## src/hw/aocs_consts.svh

```systemverilog
// Notes on behaviour
// - Bits 10:8 select output data format
// - Spare format codes raise configuration error
// - Bits 5:0 select output type, range
// - At most four expansion module slots
// - Service each module at its packet interval
// - Missed interval logs overlap minor fault
// - Digital-only capacity: 0.5, 1, 2 ms
// - Analog mix capacity adds 3 ms band
// - High-priority tasks hold off I/O servicing
// - Fault 03/94 names first overlapping slot
`ifndef AOCS_CONSTS_SVH
`define AOCS_CONSTS_SVH

`define AOCS_NSLOT       6
`define AOCS_RPI_W       8
`define AOCS_CH_A_OFS    8'h00
`define AOCS_CH_B_OFS    8'h04
`define AOCS_STAT_OFS    8'h08
`define AOCS_SLOT_OFS    8'h0c
`define AOCS_FAULT_OFS   8'h10
`define AOCS_RPI_OFS     8'h20
`define AOCS_RPI_END     8'h38
`define AOCS_FMT_HI      10
`define AOCS_FMT_LO      8
`define AOCS_RNG_HI      5
`define AOCS_RNG_LO      0
`define AOCS_FMT_MAX     3'h3
`define AOCS_RNG_MAX     6'h05
`define AOCS_CFG_RST     16'h0000
`define AOCS_RPI_RST     8'h04
`define AOCS_FLT_TYPE    8'h03
`define AOCS_FLT_CODE    8'h94
`define AOCS_FLT_CLR_BIT 31
`define AOCS_ANA_BIT     6
`define AOCS_CNT_HI      12
`define AOCS_CNT_LO      8
`define AOCS_CLK_NS      10
`define AOCS_TICK_US     500
`define AOCS_TICK_CYC    (`AOCS_TICK_US * 1000 / `AOCS_CLK_NS)
`define AOCS_CAP_N05     5'h02
`define AOCS_CAP_N1      5'h04
`define AOCS_CAP_N2A     5'h0d
`define AOCS_CAP_T05     8'h01
`define AOCS_CAP_T1      8'h02
`define AOCS_CAP_T2      8'h04
`define AOCS_CAP_T3      8'h06

`endif

```

## src/hw/aocs_pkg.sv

```systemverilog
package aocs_pkg;
`include "aocs_consts.svh"

  typedef logic [`AOCS_NSLOT-1:0][`AOCS_RPI_W-1:0] aocs_rpi_t;

  typedef enum logic [1:0] {
    AOCS_IDLE = 2'b01,
    AOCS_BUSY = 2'b10
  } aocs_st_t;

  typedef struct packed {
    aocs_st_t                              st;
    logic [15:0]                           tick;
    logic [`AOCS_NSLOT-1:0]                pend;
    aocs_rpi_t                             cnt;
    logic [2:0]                            slot;
    logic                                  fv;
    logic [2:0]                            fslot;
  } aocs_sch_t;

  typedef struct packed {
    logic [15:0]                           cha;
    logic [15:0]                           chb;
    logic [`AOCS_NSLOT-1:0]                pres;
    logic                                  analog;
    logic [4:0]                            mcnt;
    aocs_rpi_t                             requested_packet_interval;
    logic [31:0]                           prdata;
  } aocs_top_t;

  // Lowest set bit wins; used for service order and fault reporting
  function automatic logic [2:0] aocs_first(input logic [`AOCS_NSLOT-1:0] v);
    logic [2:0] idx;
    idx = 3'h0;
    for (int i = `AOCS_NSLOT - 1; i >= 0; i--) begin
      if (v[i]) begin
        idx = 3'(i);
      end
    end
    return idx;
  endfunction

  // Least interval in 0.5 ms ticks the scan can sustain for cnt modules
  function automatic logic [7:0] aocs_min_rpi(input logic [4:0] cnt, input logic ana);
    logic [7:0] t;
    if (cnt <= `AOCS_CAP_N05) begin
      t = `AOCS_CAP_T05;
    end else if (cnt <= `AOCS_CAP_N1) begin
      t = `AOCS_CAP_T1;
    end else if (!ana || cnt <= `AOCS_CAP_N2A) begin
      t = `AOCS_CAP_T2;
    end else begin
      t = `AOCS_CAP_T3;
    end
    return t;
  endfunction
endpackage

```

## src/hw/aocs_sched_if.sv

```systemverilog
`timescale 1ns/100ps
`include "aocs_consts.svh"
interface aocs_sched_if;
  import aocs_pkg::*;
  logic [`AOCS_NSLOT-1:0] present;
  aocs_rpi_t              requested_packet_interval;
  logic                   task_hi;
  logic                   svc_done;
  logic                   fault_clr;
  logic                   svc_valid;
  logic [2:0]             svc_slot;
  logic                   fault_valid;
  logic [2:0]             fault_slot;

  modport ctl (
    output present, requested_packet_interval, task_hi, svc_done, fault_clr,
    input  svc_valid, svc_slot, fault_valid, fault_slot
  );
  modport sch (
    input  present, requested_packet_interval, task_hi, svc_done, fault_clr,
    output svc_valid, svc_slot, fault_valid, fault_slot
  );
endinterface

```

## src/hw/aocs_cfg_check.sv

```systemverilog
`timescale 1ns/100ps
`include "aocs_consts.svh"
module aocs_cfg_check
  import aocs_pkg::*;
(
  // Stored channel word
  input  wire logic [15:0] cfg,
  // Decoded fields
  output logic [2:0]       fmt,
  output logic [5:0]       rng,
  output logic             ok
);
  assign fmt = cfg[`AOCS_FMT_HI:`AOCS_FMT_LO];
  assign rng = cfg[`AOCS_RNG_HI:`AOCS_RNG_LO];
  assign ok  = (fmt <= `AOCS_FMT_MAX) && (rng <= `AOCS_RNG_MAX);
endmodule // aocs_cfg_check

```

## src/hw/aocs_scan_sched.sv

```systemverilog
`timescale 1ns/100ps
`include "aocs_consts.svh"
module aocs_scan_sched
  import aocs_pkg::*;
#(
  parameter int TICK_CYC = `AOCS_TICK_CYC
) (
  // Clock and reset
  input wire logic   pclk,
  input wire logic   presetn,
  // Control side
  aocs_sched_if.sch  sif
);
  localparam aocs_sch_t SCH_RST = '{st: AOCS_IDLE, default: '0};

  aocs_sch_t              r_reg;
  aocs_sch_t              r_next;
  logic                   tick_ev;
  logic [`AOCS_NSLOT-1:0] ovl;
  logic                   done_now;

  always_comb begin
    r_next   = r_reg;
    tick_ev  = 1'b0;
    ovl      = '0;
    done_now = (r_reg.st == AOCS_BUSY) && sif.svc_done;
    if (r_reg.tick == 16'(TICK_CYC - 1)) begin
      r_next.tick = 16'h0000;
      tick_ev     = 1'b1;
    end else begin
      r_next.tick = r_reg.tick + 16'h0001;
    end
    case (r_reg.st)
      AOCS_IDLE: begin
        if (!sif.task_hi && |r_reg.pend) begin
          r_next.st   = AOCS_BUSY;
          r_next.slot = aocs_first(r_reg.pend);
        end
      end
      AOCS_BUSY: begin
        if (sif.svc_done) begin
          r_next.pend[r_reg.slot] = 1'b0;
          r_next.st               = AOCS_IDLE;
        end
      end
      default: r_next.st = AOCS_IDLE;
    endcase
    for (int i = 0; i < `AOCS_NSLOT; i++) begin
      if (!sif.present[i]) begin
        r_next.cnt[i]  = '0;
        r_next.pend[i] = 1'b0;
      end else if (tick_ev) begin
        if (r_reg.cnt[i] <= 8'h01) begin
          r_next.cnt[i]  = sif.requested_packet_interval[i];
          r_next.pend[i] = 1'b1;
          ovl[i] = r_reg.pend[i] && !(done_now && r_reg.slot == 3'(i));
        end else begin
          r_next.cnt[i] = r_reg.cnt[i] - 8'h01;
        end
      end
    end
    // Set wins over a clear in the same cycle
    if (sif.fault_clr) begin
      r_next.fv = 1'b0;
    end
    if (|ovl && !(r_reg.fv && !sif.fault_clr)) begin
      r_next.fv    = 1'b1;
      r_next.fslot = aocs_first(ovl);
    end
  end

  always_ff @(posedge pclk or negedge presetn) begin
    if (!presetn) begin
      r_reg <= SCH_RST;
    end else begin
      r_reg <= r_next;
    end
  end

  assign sif.svc_valid   = (r_reg.st == AOCS_BUSY);
  assign sif.svc_slot    = r_reg.slot;
  assign sif.fault_valid = r_reg.fv;
  assign sif.fault_slot  = r_reg.fslot;

  ////////////////////////////////////////////////////////////////////////////
  a_task_holds: assert property (@(posedge pclk) disable iff (!presetn)
    (r_reg.st == AOCS_IDLE) && sif.task_hi |=> (r_reg.st == AOCS_IDLE))
    else $error("service started while a task held priority");

  a_fault_first: assert property (@(posedge pclk) disable iff (!presetn)
    (|ovl) && !(r_reg.fv && !sif.fault_clr)
      |=> r_reg.fv && (r_reg.fslot == aocs_first($past(ovl))))
    else $error("overlap not logged with its first slot");

  a_fault_kept: assert property (@(posedge pclk) disable iff (!presetn)
    r_reg.fv && !sif.fault_clr |=> r_reg.fv && $stable(r_reg.fslot))
    else $error("reported slot changed before clear");

  a_slot0_reload: assert property (@(posedge pclk) disable iff (!presetn)
    tick_ev && sif.present[0] && (r_reg.cnt[0] <= 8'h01)
      |=> (r_reg.cnt[0] == $past(sif.requested_packet_interval[0])) && r_reg.pend[0])
    else $error("slot 0 interval not reloaded");
endmodule // aocs_scan_sched

```

## src/hw/aocs_top.sv

```systemverilog
// Decided for this implementation: the register offsets and register access over APB.
`timescale 1ns/100ps
`include "aocs_consts.svh"
module aocs_top
  import aocs_pkg::*;
#(
  parameter int TICK_CYC = `AOCS_TICK_CYC
) (
  // Clock and reset
  input  wire logic        pclk,
  input  wire logic        presetn,
  // APB slave
  input  wire logic        psel,
  input  wire logic        penable,
  input  wire logic        pwrite,
  input  wire logic [7:0]  paddr,
  input  wire logic [31:0] pwdata,
  output logic [31:0]      prdata,
  output logic             pready,
  output logic             pslverr,
  // Backplane scan
  output logic             svc_valid,
  output logic [2:0]       svc_slot,
  input  wire logic        svc_done,
  input  wire logic        task_hi,
  output logic             overlap_fault,
  output logic [2:0]       fault_slot,
  // Channel configuration
  output logic [2:0]       cfg_fmt_a,
  output logic [5:0]       cfg_rng_a,
  output logic [2:0]       cfg_fmt_b,
  output logic [5:0]       cfg_rng_b,
  output logic [1:0]       cfg_err
);
  localparam aocs_top_t TOP_RST = '{
    cha:    `AOCS_CFG_RST,
    chb:    `AOCS_CFG_RST,
    requested_packet_interval:    {`AOCS_NSLOT{`AOCS_RPI_RST}},
    default: '0
  };

  aocs_top_t    r_reg;
  aocs_top_t    r_next;
  aocs_sched_if sif ();

  logic         setup;
  logic         wr;
  logic         acc;
  logic [31:0]  rd;
  logic         bad;
  logic         rpi_hit;
  logic [2:0]   rpi_i;
  logic         ok_a;
  logic         ok_b;
  logic         cap_warn;
  logic [7:0]   min_rpi;

  ////////////////////////////////////////////////////////////////////////////
  // Channel decode, one checker per stored word

  aocs_cfg_check u_chk_a (
    .cfg (r_reg.cha),
    .fmt (cfg_fmt_a),
    .rng (cfg_rng_a),
    .ok  (ok_a)
  );

  aocs_cfg_check u_chk_b (
    .cfg (r_reg.chb),
    .fmt (cfg_fmt_b),
    .rng (cfg_rng_b),
    .ok  (ok_b)
  );

  assign cfg_err = {~ok_b, ~ok_a};

  ////////////////////////////////////////////////////////////////////////////
  // Scan scheduler

  aocs_scan_sched #(
    .TICK_CYC (TICK_CYC)
  ) u_sched (
    .pclk    (pclk),
    .presetn (presetn),
    .sif     (sif.sch)
  );

  // slots 2..5 are the four expansion modules
  assign sif.present   = r_reg.pres;
  assign sif.requested_packet_interval       = r_reg.requested_packet_interval;
  assign sif.task_hi   = task_hi;
  assign sif.svc_done  = svc_done;
  assign sif.fault_clr = wr && (paddr == `AOCS_FAULT_OFS) && pwdata[`AOCS_FLT_CLR_BIT];
  assign svc_valid     = sif.svc_valid;
  assign svc_slot      = sif.svc_slot;
  assign overlap_fault = sif.fault_valid;
  assign fault_slot    = sif.fault_slot;

  ////////////////////////////////////////////////////////////////////////////
  // APB: read data is captured in the setup cycle so the slave never waits

  assign setup   = psel && !penable;
  assign acc     = psel && penable;
  assign wr      = acc && pwrite && !bad;
  assign pready  = 1'b1;
  assign pslverr = acc && bad;
  assign prdata  = r_reg.prdata;
  assign min_rpi = aocs_min_rpi(r_reg.mcnt, r_reg.analog);

  always_comb begin
    r_next   = r_reg;
    rd       = 32'h0000_0000;
    bad      = 1'b0;
    cap_warn = 1'b0;
    rpi_i    = 3'((paddr - `AOCS_RPI_OFS) >> 2);
    rpi_hit  = (paddr >= `AOCS_RPI_OFS) && (paddr < `AOCS_RPI_END) && (paddr[1:0] == 2'h0);
    // analog mix adds the 3 ms band
    for (int i = 0; i < `AOCS_NSLOT; i++) begin
      if (r_reg.pres[i] && (r_reg.requested_packet_interval[i] < min_rpi)) begin
        cap_warn = 1'b1;
      end
    end
    case (paddr)
      `AOCS_CH_A_OFS:  rd = {16'h0000, r_reg.cha};
      `AOCS_CH_B_OFS:  rd = {16'h0000, r_reg.chb};
      `AOCS_STAT_OFS:  rd = {27'h0, svc_valid, overlap_fault, cap_warn, cfg_err};
      `AOCS_SLOT_OFS:  rd = {19'h0, r_reg.mcnt, 1'b0, r_reg.analog, r_reg.pres};
      `AOCS_FAULT_OFS: rd = {overlap_fault, 7'h00, `AOCS_FLT_TYPE, `AOCS_FLT_CODE,
                             5'h00, fault_slot};
      default: begin
        if (rpi_hit) begin
          rd = {24'h00_0000, r_reg.requested_packet_interval[rpi_i]};
        end else begin
          bad = 1'b1;
        end
      end
    endcase
    if (setup && !pwrite) begin
      r_next.prdata = rd;
    end
    if (wr) begin
      case (paddr)
        // undefined bits 15:0 of the channel words are stored as written; the slot word keeps only its fields
        `AOCS_CH_A_OFS: r_next.cha = pwdata[15:0];
        `AOCS_CH_B_OFS: r_next.chb = pwdata[15:0];
        `AOCS_SLOT_OFS: begin
          r_next.pres   = pwdata[`AOCS_NSLOT-1:0];
          r_next.analog = pwdata[`AOCS_ANA_BIT];
          r_next.mcnt   = pwdata[`AOCS_CNT_HI:`AOCS_CNT_LO];
        end
        default: begin
          if (rpi_hit) begin
            r_next.requested_packet_interval[rpi_i] = pwdata[`AOCS_RPI_W-1:0];
          end
        end
      endcase
    end
  end

  always_ff @(posedge pclk or negedge presetn) begin
    if (!presetn) begin
      r_reg <= TOP_RST;
    end else begin
      r_reg <= r_next;
    end
  end

  ////////////////////////////////////////////////////////////////////////////
  // Checks

  a_fmt_follow: assert property (@(posedge pclk) disable iff (!presetn)
    wr && (paddr == `AOCS_CH_A_OFS)
      |=> cfg_fmt_a == $past(pwdata[`AOCS_FMT_HI:`AOCS_FMT_LO]))
    else $error("channel A format does not follow the write");

  a_rng_follow: assert property (@(posedge pclk) disable iff (!presetn)
    wr && (paddr == `AOCS_CH_B_OFS)
      |=> cfg_rng_b == $past(pwdata[`AOCS_RNG_HI:`AOCS_RNG_LO]))
    else $error("channel B range does not follow the write");

  a_spare_fmt: assert property (@(posedge pclk) disable iff (!presetn)
    wr && (paddr == `AOCS_CH_A_OFS)
      && (pwdata[`AOCS_FMT_HI:`AOCS_FMT_LO] > `AOCS_FMT_MAX) |=> cfg_err[0])
    else $error("spare format did not raise an error");

  a_bad_range: assert property (@(posedge pclk) disable iff (!presetn)
    wr && (paddr == `AOCS_CH_B_OFS)
      && (pwdata[`AOCS_RNG_HI:`AOCS_RNG_LO] > `AOCS_RNG_MAX) |=> cfg_err[1])
    else $error("invalid range did not raise an error");

  a_err_hold: assert property (@(posedge pclk) disable iff (!presetn)
    cfg_err[0] && !(wr && (paddr == `AOCS_CH_A_OFS)) |=> cfg_err[0])
    else $error("error dropped without a new word");

  a_err_clear: assert property (@(posedge pclk) disable iff (!presetn)
    wr && (paddr == `AOCS_CH_A_OFS)
      && (pwdata[`AOCS_FMT_HI:`AOCS_FMT_LO] <= `AOCS_FMT_MAX)
      && (pwdata[`AOCS_RNG_HI:`AOCS_RNG_LO] <= `AOCS_RNG_MAX) |=> !cfg_err[0])
    else $error("valid word left the error set");

  a_cap_small: assert property (@(posedge pclk) disable iff (!presetn)
    r_reg.pres[0] && (r_reg.mcnt <= `AOCS_CAP_N05) && (r_reg.requested_packet_interval[0] == 8'h00) |-> cap_warn)
    else $error("interval below 0.5 ms not flagged");

  a_cap_analog: assert property (@(posedge pclk) disable iff (!presetn)
    (r_reg.pres == 6'h01) && r_reg.analog && (r_reg.mcnt > `AOCS_CAP_N2A)
      && (r_reg.requested_packet_interval[0] == `AOCS_CAP_T3) |-> !cap_warn)
    else $error("3 ms band wrongly flagged");

  a_unmapped_err: assert property (@(posedge pclk) disable iff (!presetn)
    acc && (paddr == 8'hfc) |-> pslverr)
    else $error("unmapped address accepted");

  ////////////////////////////////////////////////////////////////////////////
  // Remaining channel field checks, write, read-back and capacity checks

  a_fmt_follow_b: assert property (@(posedge pclk) disable iff (!presetn)
    wr && (paddr == `AOCS_CH_B_OFS)
      |=> cfg_fmt_b == $past(pwdata[`AOCS_FMT_HI:`AOCS_FMT_LO]))
    else $error("channel B format does not follow the write");

  a_rng_follow_a: assert property (@(posedge pclk) disable iff (!presetn)
    wr && (paddr == `AOCS_CH_A_OFS)
      |=> cfg_rng_a == $past(pwdata[`AOCS_RNG_HI:`AOCS_RNG_LO]))
    else $error("channel A range does not follow the write");

  a_spare_fmt_b: assert property (@(posedge pclk) disable iff (!presetn)
    wr && (paddr == `AOCS_CH_B_OFS)
      && (pwdata[`AOCS_FMT_HI:`AOCS_FMT_LO] > `AOCS_FMT_MAX) |=> cfg_err[1])
    else $error("spare format on channel B did not raise an error");

  a_bad_range_a: assert property (@(posedge pclk) disable iff (!presetn)
    wr && (paddr == `AOCS_CH_A_OFS)
      && (pwdata[`AOCS_RNG_HI:`AOCS_RNG_LO] > `AOCS_RNG_MAX) |=> cfg_err[0])
    else $error("invalid range on channel A did not raise an error");

  a_err_hold_b: assert property (@(posedge pclk) disable iff (!presetn)
    cfg_err[1] && !(wr && (paddr == `AOCS_CH_B_OFS)) |=> cfg_err[1])
    else $error("channel B error dropped without a new word");

  a_err_clear_b: assert property (@(posedge pclk) disable iff (!presetn)
    wr && (paddr == `AOCS_CH_B_OFS)
      && (pwdata[`AOCS_FMT_HI:`AOCS_FMT_LO] <= `AOCS_FMT_MAX)
      && (pwdata[`AOCS_RNG_HI:`AOCS_RNG_LO] <= `AOCS_RNG_MAX) |=> !cfg_err[1])
    else $error("valid word left the channel B error set");

  a_bad_wr_kept: assert property (@(posedge pclk) disable iff (!presetn)
    acc && pwrite && pslverr |=> $stable(r_reg))
    else $error("refused write changed a register");

  a_wr_slot: assert property (@(posedge pclk) disable iff (!presetn)
    wr && (paddr == `AOCS_SLOT_OFS)
      |=> r_reg.pres == $past(pwdata[`AOCS_NSLOT-1:0]))
    else $error("present mask does not follow the write");

  a_wr_rpi: assert property (@(posedge pclk) disable iff (!presetn)
    wr && rpi_hit
      |=> r_reg.requested_packet_interval[$past(rpi_i)] == $past(pwdata[`AOCS_RPI_W-1:0]))
    else $error("interval does not follow the write");

  a_rd_word_a: assert property (@(posedge pclk) disable iff (!presetn)
    acc && !pwrite && (paddr == `AOCS_CH_A_OFS) |-> prdata == {16'h0000, r_reg.cha})
    else $error("channel A word read back wrong");

  a_rd_stat: assert property (@(posedge pclk) disable iff (!presetn)
    acc && !pwrite && (paddr == `AOCS_STAT_OFS) |-> prdata[2:0] == {cap_warn, cfg_err})
    else $error("status read back wrong");

  a_rd_fault: assert property (@(posedge pclk) disable iff (!presetn)
    acc && !pwrite && (paddr == `AOCS_FAULT_OFS)
      |-> (prdata[23:16] == `AOCS_FLT_TYPE) && (prdata[15:8] == `AOCS_FLT_CODE))
    else $error("fault type or code read back wrong");

  a_rd_slot: assert property (@(posedge pclk) disable iff (!presetn)
    acc && !pwrite && (paddr == `AOCS_SLOT_OFS) |-> prdata[`AOCS_NSLOT-1:0] == r_reg.pres)
    else $error("present mask read back wrong");

  a_rd_rpi: assert property (@(posedge pclk) disable iff (!presetn)
    acc && !pwrite && rpi_hit |-> prdata == {24'h00_0000, r_reg.requested_packet_interval[rpi_i]})
    else $error("interval read back wrong");

  a_rd_unmapped: assert property (@(posedge pclk) disable iff (!presetn)
    acc && !pwrite && pslverr |-> prdata == 32'h0000_0000)
    else $error("refused read returned data");

  a_rd_stands: assert property (@(posedge pclk) disable iff (!presetn)
    acc && !pwrite |=> prdata == $past(prdata))
    else $error("read data changed before the next read");

  a_cap_digital: assert property (@(posedge pclk) disable iff (!presetn)
    (r_reg.pres == 6'h01) && !r_reg.analog && (r_reg.mcnt > `AOCS_CAP_N1)
      && (r_reg.requested_packet_interval[0] == `AOCS_CAP_T2) |-> !cap_warn)
    else $error("2 ms digital band wrongly flagged");

  a_cap_mid: assert property (@(posedge pclk) disable iff (!presetn)
    (r_reg.pres == 6'h01) && (r_reg.mcnt > `AOCS_CAP_N05) && (r_reg.mcnt <= `AOCS_CAP_N1)
      && (r_reg.requested_packet_interval[0] < `AOCS_CAP_T1) |-> cap_warn)
    else $error("interval below 1 ms not flagged");

  a_cap_analog_mid: assert property (@(posedge pclk) disable iff (!presetn)
    (r_reg.pres == 6'h01) && r_reg.analog && (r_reg.mcnt > `AOCS_CAP_N1)
      && (r_reg.mcnt <= `AOCS_CAP_N2A) && (r_reg.requested_packet_interval[0] < `AOCS_CAP_T2) |-> cap_warn)
    else $error("analog interval below 2 ms not flagged");
endmodule // aocs_top
```

## config.mk

```make
export PLATFORM = sky130hd
export DESIGN_NAME = aocs_top
export DESIGN_NICKNAME = d
export VERILOG_FILES = /design/src/hw/aocs_pkg.sv /design/src/hw/aocs_sched_if.sv /design/src/hw/aocs_cfg_check.sv /design/src/hw/aocs_scan_sched.sv /design/src/hw/aocs_top.sv
export VERILOG_INCLUDE_DIRS = /design/src /design/src/hw
export SDC_FILE = /design/constraint.sdc
export NUM_CORES = 1
export LEC_CHECK = 0
export ABC_AREA = 1
export BUFFER_PORTS_ARGS = -buffer_cell sky130_fd_sc_hd__clkbuf_2
export CAP_MARGIN = 20
export CORE_MARGIN = 5
export CORE_UTILIZATION = 40
export CTS_BUF_LIST = sky130_fd_sc_hd__clkbuf_2
export CTS_CLUSTER_DIAMETER = 150
export DETAILED_ROUTE_END_ITERATION = 10
export PLACE_DENSITY = 0.58
export REMOVE_ABC_BUFFERS = 1
export SETUP_SLACK_MARGIN = 0.3
export SLEW_MARGIN = 0
export SYNTH_ARGS = -nofsm -noshare
export SYNTH_HDL_FRONTEND = slang
export SYNTH_HIERARCHICAL = 1
export SYNTH_SLANG_ARGS = --single-unit
```

## constraint.sdc

```tcl
create_clock -name pclk -period 5.6 [get_ports pclk]
set_input_delay 0.28 -clock pclk [delete_from_list [all_inputs] [get_ports pclk]]
set_output_delay 0.28 -clock pclk [all_outputs]
set_load 0.01 [all_outputs]
```

==> flow_summary_export.csv <==
group,metric,value,unit
status,status,"complete, but fails checks",
status,violations,"design-rule violations",
drt,viasPerCell,5.22,
clocking,cts_hold_buffers,28,
sta,fin_crit_sh,58.2,%
clocking,clock-sinks,189,
placed_design,routabilityCongestion,0.893,
synth,synth-compound-area-share,16.4,%
synth,synthCells,1360,
layout,final_common_cell,"nand2_1",
clocking,cts-root-buf,"clkbuf_2",
sta,hold_viol,0,
floorplanning,pin_count,109,
synth,synth_xor_xnor_area_share,1.38,%
min_path,holdCritPathClass,"primary input to register",
min_path,worstHoldStart,"paddr[7]",
drt,ant_nets,0,
sta,skew,0.0596,ns
sta,tightest_slew,1.05,ns
clocking,htreeDepth,4,
synth,ys_warn_count,6,
drt,wl_per_cell,17.3,um
sta,relSlewSlack,29.2,%
global_route,grt_max_degree,108,
synth,yosysUniqueCellTypes,48,
synth,synthFlopType,"dfrtp_1",
placed_design,place_ws,2.41,ns
layout,layout-drive-gt1-share,12.9,%
floorplanning,die_w,174,um
synth,synthMuxAreaShare,0.555,%
drt,wl,30.6,mm
power,p_leak,0.00571,uW
min_path,whs_endpoint,"prdata[3]",
synth,synth_simple_gate_area_share,23.3,%
sta,min_period,3.26,ns
sta,rsz0062_at_grt,"false",
power,peakVddDrop,159,uV
power,p_per_area,190,nW/um^2
drt,drc,1,
drt,drtPass1Iterations,8,
sta,holdWs,0.0420,ns
synth,synthAdderAreaFrac,2.89,%
floorplanning,core_area,26800,um^2
floorplanning,std_cell_rows,60,
drt,drt-initial-drc-count,780,
floorplanning,initial_core_util,40.3,%
sta,max_freq,307,MHz
global_route,grt_pass1_wl,48.2,mm
setup_path,reg2reg_slack,2.34,ns
synth,syn_area,10800,um^2
drt,via_count,9250,
global_route,grt_usage,19.7,%
sta,maxSlewViolCount,0,
synth,synth_seq_area_share,43.8,%
floorplanning,dieHeight,174,um
setup_path,cp.arrival,3.93,ns
clocking,clockBufferDepth,2,
placed_design,numPortBuffers,79,
setup_path,crit_fanout,8,
clocking,post-cts-setup-buffer-count,0,
setup_path,rr_endpoint,"prdata[2]",
setup_path,worst_setup_path_start_kind,"register",
global_route,antenna_found_initial,2,
sta,worst_slack,2.34,ns
clocking,cts_resized,0,
layout,syn_to_final_growth,7.88,%
global_route,grt_pass1_vias,8785,
layout,layout.nets,1488,
global_route,overflow,0,
setup_path,r2r_cells,15,
setup_path,crit_required,6.27,ns
layout,layout_common_cells,"nand2_1 (293), dfrtp_1 (182), inv_1 (168), o21ai_0 (155), nor2_1 (119)",
setup_path,r2r_start,"r_reg[83]",
flow_run,cap_violations,0,
synth,synth_top_family_by_area,"simple AND/OR/NAND/NOR gates",
sta,final-setup-viol-count,0,
floorplanning,dieArea,30400,um^2
clocking,cts_tree,"built",
clocking,cts.clk_slew.worst_paths,0.34,ns
setup_path,end_kind,"register",
clocking,insertion_delay,0.78,ns
synth,ys_ff_latch,189,
placed_design,dp_hpwl,22.1,mm
synth,avgSynthCellArea,7.95,um^2
synth,async_flop_share,100,%
sta,finalSetupTns,0,ns
min_path,min_path_cells,6,
setup_path,critical_path_class,"register to register",
clocking,numCtsBuffers,17,
layout,fin_util,43.5,%
synth,synth_edf_count,0,
layout,largest_reg_flops,86,
-- logic make-up after synthesis --
logic type	count (synthesis)
compound gates	294
xor+xnor	17
fa+ha+maj	25
buf+inv	264
flops	189
mux	4
other cells	2
simple gates	565
-- metrics by stage --
stage	instances	area, um^2	total power [uW]
after floorplan	1287	10300	1450
after global placement	1709	11100	1520
after detailed placement	1709	11100	1520
after CTS	1769	11600	2240
after global routing	1771	11700	2310
final	1771	11700	2210
-- synth_stat cells, drive strengths merged, types with 12 or more instances --
| cell | number | area [um^2] |
|---|---|---|
| nand2 | 304 | 1190 |
| dfrtp | 182 | 4550 |
| inv | 177 | 667 |
| o21ai | 162 | 811 |
| nor2 | 146 | 684 |
| buf | 69 | 517 |
| nand3 | 68 | 358 |
| o22ai | 46 | 288 |
| a21oi | 28 | 140 |
| ha | 25 | 313 |
| nand4 | 20 | 125 |
| nor3 | 20 | 111 |
| clkbuf | 16 | 60.1 |
| a221oi | 12 | 105 |
-- how the worst max path moves through the flow --
stage               startpoint    endpoint  slack (ns)  cells after the start
floorplan            r_reg[84]   prdata[2]        3.40                     15
global placement     r_reg[84]   prdata[2]        2.47                     15
detailed placement    paddr[2]  r_reg[102]        2.41                      6
CTS                  r_reg[83]   prdata[2]        2.34                     15
global route         r_reg[83]   prdata[2]        2.06                     15
finish               r_reg[83]   prdata[2]        2.34                     15
-- where the power goes --
part | switching (uW) | internal, uW | leakage [uW] | total [uW]
registers | 8.22 | 1380 | 0.00247 | 1380
clock network | 549 | 146 | 0.000145 | 695
logic | 93.5 | 39.0 | 0.00309 | 132
-- layer usage --
metal / part of all wire [%] / global-route usage [%] / vias up
met5: 0.042 / 0 / -
met4: 1.1 / 3.53 / 2
met3: 4.9 / 3.37 / 35
met2: 48 / 32.7 / 230
met1: 46 / 27.6 / 4435
li1: - / - / 4548
-- worst max-delay path, stage by stage (launching register included) --
cell     delay [ns]
dfrtp_1        0.49
nor2_1         0.57
o21a_1         0.47
o21ai_0        0.49
ha_1           0.47
nand2_1        0.05
nand2_1        0.05
nand2_1        0.05
nand2_1        0.07
nand2_1        0.09
nor2_1         0.09
nand2_1        0.06
nand2_1        0.05
nand2_1        0.05
nand2_1        0.05
nand2_1        0.05
-- layout make-up --
type	instances	area [um^2]
Multi-Input combinational cell	919	4870
Fill cell	2720	15100
Clock inverter	15	155
Timing Repair Buffer	110	714
Antenna cell	1	2.50
Inverter	179	674
Sequential cell	189	4740
Clock buffer	17	85.1
Tap cell	341	427
Power figures use the tool's default switching activity.
